===== src/acia_params.svh =====
// Purpose: Offsets, field positions, reset values and bit-timing counts
// Assumes: 16 ticks of the 16x clock per bit
// Notes: Definitions only
`ifndef ACIA_PARAMS_SVH
`define ACIA_PARAMS_SVH
// ==========================================
// Register selects and reset values
`define RS_DATA 2'h0
`define RS_STAT 2'h1
`define RS_CMD 2'h2
`define RS_CTRL 2'h3
`define CMD_RST 8'h00
`define CTRL_RST 8'h00
// ==========================================
// Command and control fields
`define CMD_EN 0
`define CMD_RXI_OFF 1
`define CMD_TXC 3:2
`define CMD_ECHO 4
`define CMD_PEN 5
`define CMD_PTY 7:6
`define CTRL_BAUD 3:0
`define CTRL_RXSRC 4
`define CTRL_WLEN 6:5
`define CTRL_STOP 7
`define TXC_OFF 2'h0
`define TXC_IRQ 2'h1
`define TXC_BRK 2'h3
`define WLEN_5 2'h3
`define WLEN_8 2'h0
// ==========================================
// Tick and bit counts (last index of each span)
`define TX_BIT_LAST 6'h0f
`define TX_STOP15_LAST 6'h17
`define TX_STOP2_LAST 6'h1f
`define RX_HALF_LAST 5'h07
`define RX_BIT_LAST 5'h0f
`define RX_LONG_LAST 5'h1b
`define BITS_LAST 3'h7
`endif


===== src/acia_pkg.sv =====
// Purpose: Types shared by the adapter modules
// Assumes: Nothing
// Notes: Gray codes along the frame path
package acia_pkg;
   typedef enum logic [2:0] {
      TX_IDLE = 3'h0, TX_START = 3'h1, TX_DATA = 3'h3,
      TX_PAR = 3'h2, TX_STOP = 3'h6, TX_BRK = 3'h7
   } tx_state_t;
   typedef enum logic [2:0] {
      RX_IDLE = 3'h0, RX_START = 3'h1, RX_DATA = 3'h3,
      RX_PAR = 3'h2, RX_STOP = 3'h6, RX_BRK = 3'h7
   } rx_state_t;
   typedef struct packed {
      logic [23:0] cnt;
      logic ext_q, rxc_q, tx_tick, rx_tick, rxc_out;
   } baud_state_t;
   typedef struct packed {
      rx_state_t st;
      logic [4:0] tcnt;
      logic [2:0] bcnt;
      logic [7:0] sh, data;
      logic par, zero, done, start, pe, fe;
   } rx_core_t;
   typedef struct packed {
      logic [7:0] cmd, ctrl, tdr, rdr, tsh, echo_sh, dout;
      logic tdr_full, receive_data_full, pe, fe, ovr, irq, dcd, dsr, mfrz;
      logic tpar, echo_blk, echo_arm;
      tx_state_t txs;
      logic [5:0] tcnt;
      logic [2:0] bcnt;
      logic doe_n, irq_n, txd, rts_n, dtr_n, rxc_oe_n;
   } main_state_t;
endpackage


===== src/acia_rx_if.sv =====
// Purpose: Link between the register core and the receiver
// Assumes: One clock domain
// Notes: done and start are one-cycle pulses
`timescale 1ns/1ps
`default_nettype none
interface acia_rx_if;
   logic tick, rxd, en, pen, stop2, done, start, pe, fe;
   logic [1:0] wlen, ptype;
   logic [7:0] data;
   modport core(input tick, rxd, en, pen, stop2, wlen, ptype,
                output done, start, pe, fe, data);
   modport ctl(output tick, rxd, en, pen, stop2, wlen, ptype,
               input done, start, pe, fe, data);
endinterface
`default_nettype wire


===== src/acia_baud.sv =====
// Purpose: 16x tick generation for transmitter and receiver
// Assumes: Crystal and receive clock pins synchronous to sys_clk_i
// Notes: Divisor ladder is BASE_DIV scaled by powers of two
`timescale 1ns/1ps
`default_nettype none
module acia_baud #(
   parameter logic [7:0] BASE_DIV = 8'h06
) (
   input wire logic sys_clk_i,
   input wire logic arst_n_i,
   input wire logic [3:0] sel_i,
   input wire logic rx_src_i,
   input wire logic xtal_clk_i,
   input wire logic rxc_i,
   output logic tx_tick_o,
   output logic rx_tick_o,
   output logic rxc_o
);
   import acia_pkg::*;
   baud_state_t q, nx;
   logic [23:0] period;

   always_comb begin
      nx = q;
      period = {16'h0000, BASE_DIV} << (4'hf - sel_i);
      nx.ext_q = xtal_clk_i;
      nx.rxc_q = rxc_i;
      nx.tx_tick = 1'b0;
      // Zero selects the crystal pin as a raw 16x clock
      if (sel_i == 4'h0) begin
         nx.tx_tick = xtal_clk_i && !q.ext_q;
      end else if (q.cnt == 24'h000000) begin
         nx.tx_tick = 1'b1;
         nx.cnt = period - 24'h000001;
      end else begin
         nx.cnt = q.cnt - 24'h000001;
      end
      nx.rx_tick = rx_src_i ? nx.tx_tick : (rxc_i && !q.rxc_q);
      nx.rxc_out = nx.tx_tick;
   end

   always_ff @(posedge sys_clk_i or negedge arst_n_i) begin
      if (!arst_n_i) begin
         q <= '0;
      end else begin
         q <= nx;
      end
   end

   assign tx_tick_o = q.tx_tick;
   assign rx_tick_o = q.rx_tick;
   assign rxc_o = q.rxc_out;
endmodule // acia_baud
`default_nettype wire


===== src/acia_rx.sv =====
// Purpose: Serial receiver on the 16x receive tick
// Assumes: rxd already synchronous
// Notes: A start bit is confirmed at its middle
`timescale 1ns/1ps
`default_nettype none
`include "acia_params.svh"
module acia_rx (
   input wire logic sys_clk_i,
   input wire logic arst_n_i,
   acia_rx_if.core rx
);
   import acia_pkg::*;
   rx_core_t q, nx;
   logic [2:0] nlast;
   logic long_stop;

   always_comb begin
      nx = q;
      nx.done = 1'b0;
      nx.start = 1'b0;
      nlast = `BITS_LAST - {1'b0, rx.wlen};
      long_stop = rx.stop2 && rx.wlen == `WLEN_5 && !rx.pen;
      if (rx.tick) begin
         nx.tcnt = q.tcnt + 5'h01;
         unique case (q.st)
            RX_IDLE: begin
               nx.tcnt = 5'h00;
               if (rx.en && !rx.rxd) nx.st = RX_START;
            end
            RX_START: if (q.tcnt == `RX_HALF_LAST) begin
               // A glitch shorter than half a bit is not a start
               nx.tcnt = 5'h00;
               nx.bcnt = 3'h0;
               nx.par = 1'b0;
               nx.zero = 1'b1;
               nx.start = !rx.rxd;
               nx.st = rx.rxd ? RX_IDLE : RX_DATA;
            end
            RX_DATA: if (q.tcnt == `RX_BIT_LAST) begin
               nx.tcnt = 5'h00;
               nx.sh = {rx.rxd, q.sh[7:1]};
               nx.par = q.par ^ rx.rxd;
               nx.zero = q.zero && !rx.rxd;
               nx.bcnt = q.bcnt + 3'h1;
               if (q.bcnt == nlast) nx.st = rx.pen ? RX_PAR : RX_STOP;
            end
            RX_PAR: if (q.tcnt == `RX_BIT_LAST) begin
               nx.tcnt = 5'h00;
               nx.par = q.par ^ rx.rxd;
               nx.zero = q.zero && !rx.rxd;
               nx.st = RX_STOP;
            end
            RX_STOP: begin
               if (q.tcnt == `RX_BIT_LAST) nx.fe = !rx.rxd;
               // Word completes mid stop bit, or mid trailing half bit
               if (q.tcnt == (long_stop ? `RX_LONG_LAST : `RX_BIT_LAST)) begin
                  nx.done = 1'b1;
                  nx.data = q.sh >> rx.wlen;
                  nx.pe = rx.pen && !rx.ptype[1] && (q.par == rx.ptype[0]);
                  nx.st = (q.zero && nx.fe) ? RX_BRK : RX_IDLE;
               end
            end
            RX_BRK: begin
               nx.tcnt = 5'h00;
               if (rx.rxd) nx.st = RX_IDLE;
            end
            default: nx.st = RX_IDLE;
         endcase
      end
   end

   always_ff @(posedge sys_clk_i or negedge arst_n_i) begin
      if (!arst_n_i) begin
         q <= '0;
      end else begin
         q <= nx;
      end
   end

   assign rx.done = q.done;
   assign rx.start = q.start;
   assign rx.data = q.data;
   assign rx.pe = q.pe;
   assign rx.fe = q.fe;
endmodule // acia_rx
`default_nettype wire


===== src/acia_txrx.sv =====
// Purpose: Asynchronous adapter transmitter, receiver and register core
// Assumes: cs_i is high for exactly one clock per processor access
// Notes: VARIANT_A selects the clear-to-send behaviour of the A part
`timescale 1ns/1ps
`default_nettype none
`include "acia_params.svh"
module acia_txrx #(
   parameter bit VARIANT_A = 1'b0,
   parameter logic [7:0] BASE_DIV = 8'h06
) (
   input wire logic sys_clk_i,
   input wire logic arst_n_i,
   input wire logic cs_i,
   input wire logic rw_i,
   input wire logic [1:0] rs_i,
   input wire logic [7:0] data_i,
   output logic [7:0] data_o,
   output logic data_oe_n_o,
   output logic irq_n_o,
   output logic txd_o,
   input wire logic rxd_i,
   input wire logic cts_n_i,
   output logic rts_n_o,
   output logic dtr_n_o,
   input wire logic dcd_n_i,
   input wire logic dsr_n_i,
   input wire logic xtal_clk_i,
   input wire logic rxc_i,
   output logic rxc_o,
   output logic rxc_oe_n_o
);
   import acia_pkg::*;

   localparam main_state_t RST = '{
      txs: TX_IDLE, cmd: `CMD_RST, ctrl: `CTRL_RST, echo_sh: 8'hff,
      doe_n: 1'b1, irq_n: 1'b1, txd: 1'b1, rts_n: 1'b1, dtr_n: 1'b1,
      rxc_oe_n: 1'b1, default: '0};

   main_state_t q, nx;
   acia_rx_if rxi ();
   logic tx_tick, rx_tick;
   logic cts_hi, base_cts, brk_req, go, load, fin, tx_evt, line, pbit;
   logic [2:0] tlast;
   logic [5:0] stop_last;
   logic [7:0] status;

   // ==========================================
   // Clocks and receiver
   acia_baud #(.BASE_DIV(BASE_DIV)) u_baud (
      .sys_clk_i(sys_clk_i),
      .arst_n_i(arst_n_i),
      .sel_i(q.ctrl[`CTRL_BAUD]),
      .rx_src_i(q.ctrl[`CTRL_RXSRC]),
      .xtal_clk_i(xtal_clk_i),
      .rxc_i(rxc_i),
      .tx_tick_o(tx_tick),
      .rx_tick_o(rx_tick),
      .rxc_o(rxc_o)
   );

   assign rxi.tick = rx_tick;
   assign rxi.rxd = rxd_i;
   assign rxi.en = q.cmd[`CMD_EN];
   assign rxi.pen = q.cmd[`CMD_PEN];
   assign rxi.ptype = q.cmd[`CMD_PTY];
   assign rxi.wlen = q.ctrl[`CTRL_WLEN];
   assign rxi.stop2 = q.ctrl[`CTRL_STOP];

   acia_rx u_rx (
      .sys_clk_i(sys_clk_i),
      .arst_n_i(arst_n_i),
      .rx(rxi)
   );

   // ==========================================
   // Next state
   always_comb begin
      nx = q;
      cts_hi = cts_n_i;
      base_cts = !VARIANT_A && cts_hi;
      brk_req = q.cmd[`CMD_TXC] == `TXC_BRK;
      tlast = `BITS_LAST - {1'b0, q.ctrl[`CTRL_WLEN]};
      // Base part keeps framing while blocked so interrupts keep pace
      load = q.tdr_full && !cts_hi;
      go = load || (base_cts && q.cmd[`CMD_EN]);
      fin = 1'b0;
      tx_evt = 1'b0;
      pbit = q.cmd[7] ? !q.cmd[6] : (q.tpar ^ !q.cmd[6]);
      if (!q.ctrl[`CTRL_STOP]) begin
         stop_last = `TX_BIT_LAST;
      end else if (q.ctrl[`CTRL_WLEN] == `WLEN_5 && !q.cmd[`CMD_PEN]) begin
         stop_last = `TX_STOP15_LAST;
      end else if (q.ctrl[`CTRL_WLEN] == `WLEN_8 && q.cmd[`CMD_PEN]) begin
         stop_last = `TX_BIT_LAST;
      end else begin
         stop_last = `TX_STOP2_LAST;
      end
      status = {q.irq, q.dsr, q.dcd, !q.tdr_full && !base_cts,
                q.receive_data_full, q.ovr, q.fe, q.pe};

      // Reads and their side effects; sets further down win
      nx.doe_n = 1'b1;
      if (cs_i && rw_i) begin
         nx.doe_n = 1'b0;
         unique case (rs_i)
            `RS_DATA: begin
               nx.dout = q.rdr;
               nx.receive_data_full = 1'b0;
               nx.ovr = 1'b0;
               if (q.echo_blk) nx.echo_arm = 1'b1;
            end
            `RS_STAT: begin
               nx.dout = status;
               nx.irq = 1'b0;
               nx.mfrz = 1'b0;
            end
            `RS_CMD: nx.dout = q.cmd;
            `RS_CTRL: nx.dout = q.ctrl;
         endcase
      end

      // Transmitter, one step per 16x tick
      if (tx_tick) begin
         nx.tcnt = q.tcnt + 6'h01;
         unique case (q.txs)
            TX_IDLE: nx.tcnt = 6'h00;
            TX_START: if (q.tcnt == `TX_BIT_LAST) begin
               nx.tcnt = 6'h00;
               nx.bcnt = 3'h0;
               nx.txs = TX_DATA;
            end
            TX_DATA: if (q.tcnt == `TX_BIT_LAST) begin
               nx.tcnt = 6'h00;
               nx.tsh = {1'b1, q.tsh[7:1]};
               nx.tpar = q.tpar ^ q.tsh[0];
               nx.bcnt = q.bcnt + 3'h1;
               if (q.bcnt == tlast) nx.txs = q.cmd[`CMD_PEN] ? TX_PAR : TX_STOP;
            end
            TX_PAR: if (q.tcnt == `TX_BIT_LAST) begin
               nx.tcnt = 6'h00;
               nx.txs = TX_STOP;
            end
            TX_STOP: fin = q.tcnt == stop_last;
            TX_BRK: begin
               nx.tcnt = 6'h00;
               if (!brk_req) nx.txs = TX_STOP;
            end
            default: nx.txs = TX_IDLE;
         endcase
         // Next frame follows the stop bit directly when data is waiting
         if (fin || q.txs == TX_IDLE) begin
            nx.tcnt = 6'h00;
            if (brk_req && !q.tdr_full) begin
               nx.txs = TX_BRK;
            end else if (go) begin
               nx.txs = TX_START;
               nx.tpar = 1'b0;
               tx_evt = 1'b1;
               nx.tsh = load ? q.tdr : 8'hff;
               if (load) nx.tdr_full = 1'b0;
            end else begin
               nx.txs = TX_IDLE;
            end
         end
      end
      if (tx_evt && q.cmd[`CMD_EN] && q.cmd[`CMD_TXC] == `TXC_IRQ) nx.irq = 1'b1;

      // Writes
      if (cs_i && !rw_i) begin
         unique case (rs_i)
            `RS_DATA: begin
               nx.tdr = data_i;
               nx.tdr_full = 1'b1;
            end
            `RS_STAT: nx.tdr = q.tdr;
            `RS_CMD: nx.cmd = data_i;
            `RS_CTRL: nx.ctrl = data_i;
         endcase
      end

      // Receive completion
      if (rxi.start && q.echo_arm) begin
         nx.echo_blk = 1'b0;
         nx.echo_arm = 1'b0;
      end
      if (rxi.done) begin
         nx.pe = rxi.pe;
         nx.fe = rxi.fe;
         if (nx.receive_data_full) begin
            nx.ovr = 1'b1;
            if (q.cmd[`CMD_ECHO]) begin
               nx.echo_blk = 1'b1;
               nx.echo_arm = 1'b0;
            end
         end else begin
            nx.rdr = rxi.data;
            nx.receive_data_full = 1'b1;
         end
         if (q.cmd[`CMD_EN] && !q.cmd[`CMD_RXI_OFF]) nx.irq = 1'b1;
      end

      // Modem lines: one interrupt per change until status is read
      if (!nx.mfrz && {!dcd_n_i, !dsr_n_i} != {q.dcd, q.dsr}) begin
         nx.dcd = !dcd_n_i;
         nx.dsr = !dsr_n_i;
         if (q.cmd[`CMD_EN]) begin
            nx.irq = 1'b1;
            nx.mfrz = 1'b1;
         end
      end

      // Half-bit echo delay line on the receive tick
      if (rx_tick) nx.echo_sh = {q.echo_sh[6:0], rxd_i};

      unique case (q.txs)
         TX_START: line = 1'b0;
         TX_DATA: line = q.tsh[0];
         TX_PAR: line = pbit;
         TX_BRK: line = 1'b0;
         default: line = 1'b1;
      endcase
      // Echo is gated by clear-to-send in both parts; overrun holds it at mark
      if (q.cmd[`CMD_ECHO]) begin
         nx.txd = cts_hi || q.echo_blk || q.echo_sh[7];
      end else begin
         nx.txd = base_cts || line;
      end
      nx.irq_n = !nx.irq;
      nx.rts_n = !(nx.cmd[`CMD_TXC] != `TXC_OFF || nx.cmd[`CMD_ECHO]);
      nx.dtr_n = !nx.cmd[`CMD_EN];
      nx.rxc_oe_n = !nx.ctrl[`CTRL_RXSRC];
   end

   always_ff @(posedge sys_clk_i or negedge arst_n_i) begin
      if (!arst_n_i) begin
         q <= RST;
      end else begin
         q <= nx;
      end
   end

   // ==========================================
   // Pins, all from flip-flops
   assign data_o = q.dout;
   assign data_oe_n_o = q.doe_n;
   assign irq_n_o = q.irq_n;
   assign txd_o = q.txd;
   assign rts_n_o = q.rts_n;
   assign dtr_n_o = q.dtr_n;
   assign rxc_oe_n_o = q.rxc_oe_n;
endmodule // acia_txrx
`default_nettype wire


===== config.mk =====
export PLATFORM = sky130hd
export DESIGN_NAME = acia_txrx
export DESIGN_NICKNAME = d
export VERILOG_FILES = /design/src/acia_pkg.sv /design/src/acia_rx_if.sv /design/src/acia_baud.sv /design/src/acia_rx.sv /design/src/acia_txrx.sv
export VERILOG_INCLUDE_DIRS = /design/src
export SDC_FILE = /design/constraint.sdc
export NUM_CORES = 1
export LEC_CHECK = 0
export BUFFER_PORTS_ARGS = -buffer_cell sky130_fd_sc_hd__buf_4
export CORE_MARGIN = 4
export CORE_UTILIZATION = 47
export CTS_CLUSTER_SIZE = 8
export DETAILED_ROUTE_END_ITERATION = 10
export SYNTH_ARGS = -nofsm -noshare
export SYNTH_HDL_FRONTEND = slang
export SYNTH_SLANG_ARGS = --single-unit
export TNS_END_PERCENT = 5

===== constraint.sdc =====
create_clock -name sys_clk_i -period 9.9 [get_ports sys_clk_i]
set_clock_uncertainty 0.15 [all_clocks]
set_input_delay 0.495 -clock sys_clk_i [delete_from_list [all_inputs] [get_ports sys_clk_i]]
set_output_delay 0.495 -clock sys_clk_i [all_outputs]
set_load 0.01 [all_outputs]

==> reports/qor.yml <==
global_routing:
  gr-usage-all-layers_pct: 21.0
  grt_max_degree: 77
  overflow: 0
  grt_pass1_vias: 5782
  grt_pass1_wl_um: 30900
  antenna_found_initial: 0
placed_design:
  hpwl_um: 13100
  gp_congestion: 0.893
  port_buffers: 34
  dpl.cell_count: 955
  placed_area_um2: 8100
  place_ws_ns: 6.13
clock_tree:
  worstSkewPairLatency_ns: 0.43
  clk_pin_slew_ns: 0.06
  clockRootBuffer: "clkbuf_16"
  cts_tree: "done"
  cts.sinks: 147
  cts-buffers-inserted: 17
  h-tree-depth: 4
  cts.path.max_buffers: 2
finish:
  instances_no_fill: 988
  nets: 788
  syn2layout_area_growth_pct: 11.5
  drive_gt1_share_pct: 23.2
  utilization_pct: 53.9
  antennaDiodeCount: 0
  fin_area_um2: 8660
worst_setup_path:
  cp_max_fo: 8
  cp_cell_sequence: "or4_4 > or4_4 > nor2_4 > and3_1 > a21oi_1 > ha_1 > or4b_1 > or4_1 > a31oi_2 > and2_4 > a2111o_1 > nand3_1"
  critPathRequiredTime_ns: 10.11
  worstSetupEndpointType: "register"
  path_common_cell: "or4_4"
  worstSetupPathType: "reg2reg"
  crit_slowest_cell: "or4_4"
  worst-path-buf-inv: 0
  arrival_ns: 4.02
  cp_top_family: "simple AND/OR/NAND/NOR gates"
  slowest_delay_ns: 0.57
  critPathLaunchType: "register"
detailed_routing:
  drt_pass1_iterations: 5
  viasPerCell: 5.97
  drtIter0Drc: 529
  wl_per_cell_um: 18.8
  drt.antenna.violating_nets: 0
  drc: 0
  wl_um: 18600
  num_vias: 5897
synthesis:
  synth-edff-count: 0
  synth_common_cells: "dfrtp_1 (133), nand2_1 (61), mux2_2 (55), o21ai_0 (49), nor2_1 (43)"
  syn_avg_cell_area_um2: 10.4
  ys_ff_latch: 147
  ys.flop_type: "dfrtp_1"
  synth_cell_types: 83
  synth.largest_area_cell: "dfrtp_1"
  synth_warnings: 0
  synth_top_area_share_pct: 42.8
  syn_area_um2: 7770
  ys_seq_area_share_pct: 47.6
  synthTopCellsByArea: "dfrtp_1 (43%), mux2_2 (8.0%), dfstp_2 (4.7%), o21ai_0 (3.2%), nand2_1 (2.9%)"
  syn_nets: 775
  synthArstFlopShare_pct: 100
  synthCells: 746
  synth.most_common_cell: "dfrtp_1"
floorplan:
  fp.dieW_um: 137
  start_util_pct: 48.4
  rows: 46
  design.die.area_um2: 18600
  coreArea_um2: 16100
  io_pins: 35
  dieHeight_um: 137
timing:
  relSlewSlack_pct: 28.5
  rsz0062_at_grt: "no"
  finalMaxSlewViolations: 0
  finalHoldViolations: 0
  fmax_mhz: 262
  fin_crit_sh_pct: 38.5
  finalSetupViolCount: 0
  period_needed_ns: 3.82
  setup_tns_ns: 0
  hold_slack_ns: 0.0371
  setup_slack_ns: 6.08
  worst_pin_slew_ns: 1.06
power:
  peakVddDrop_mv: 0.140
  p_per_area_nw_per_um2: 224
  power_leakage_nw: 3.75
  finalPower_mw: 1.94
min_path:
  hold_class: "in2reg"
status:
  status: "completed"
job:
  drv_cap: 0
-- power by group --
part / leakage, nW / total [mW] / switching [mW] / internal (mW)
combinational: 1.65 / 0.476 / 0.257 / 0.219
sequential: 1.84 / 0.862 / 0.134 / 0.728
clock: 0.263 / 0.602 / 0.260 / 0.342
total: 3.75 / 1.94 / 0.651 / 1.29
-- kinds of logic (layout without fill, tap and decap cells) --
group           Yosys count  after routing  share of synthesized area [%]
simple gates            246            246                           18.0
flops                   147            147                           47.6
mux                      74             74                           10.7
xor+xnor                 21             21                           2.37
compound gates          177            177                           15.6
buf+inv                  72             98                           4.25
fa+ha+maj                 9              9                           1.45
-- layout by cell type, fill, tap and decap left out, types with 10 or more instances in the layout --
cell type	Yosys	final
or2_2	12	12
mux2i_1	17	17
nor2_1	43	43
a21oi_1	34	34
a31oi_1	11	11
o21ai_0	49	49
xor2_1	12	12
o22ai_1	10	10
nor2b_1	10	10
dfstp_2	14	14
nand2_1	61	61
clkbuf_16	0	17
mux2_2	55	55
nand4_1	11	11
nand3_1	16	16
buf_4	9	35
nor3_1	20	20
dfrtp_1	133	133
inv_1	29	29
-- flip-flops by register name (all words and copies together), names as in the netlist, 8 cells and up --
name / cells
data_o: 8
q: 72
u_baud.q: 26
u_rx.q: 21
u_rx.rx.data: 8
-- path summary, 6_finish.rpt --
kind                                          start                    endpoint  slack [ns]  cells past startpoint
setup / recovery           u_baud.q[19]$_DFFE_PN0P_    u_baud.q[21]$_DFFE_PN0P_        6.08                     12
hold / removal                                rxc_i       u_baud.q[3]$_DFF_PN0_        0.04                      1
setup reg to reg           u_baud.q[19]$_DFFE_PN0P_    u_baud.q[21]$_DFFE_PN0P_        6.08                     12
hold reg to reg               u_baud.q[3]$_DFF_PN0_  u_baud.rx_tick_o$_DFF_PN0_        0.32                      1
max in group asynchronous                  arst_n_i      u_rx.rx.fe$_DFFE_PN0P_        7.73                      3
min in group asynchronous                  arst_n_i    u_baud.q[14]$_DFFE_PN0P_        0.51                      2
-- cell type report --
cell class | instances | area [µm²]
clock buffer | 22 | 474
clock inverter | 10 | 76.3
fill | 1430 | 7400
inverter | 29 | 109
multi-input combinational | 527 | 3750
sequential | 147 | 3700
tap | 216 | 270
timing repair buffer | 37 | 284
-- timing repair --
action	in CTS	in global routing
resized for setup	0	0
setup buffers	0	0
hold endpoints to repair	63	0
hold buffers	1	0
-- routing by layer --
layer | track usage [%] | share of wire, %
met5 | 0 | 0
met4 | 4.87 | 1.0
met3 | 4.56 | 4.8
met2 | 33.5 | 47
met1 | 29.6 | 47
Note: power is estimated with default switching activity, not from simulation.
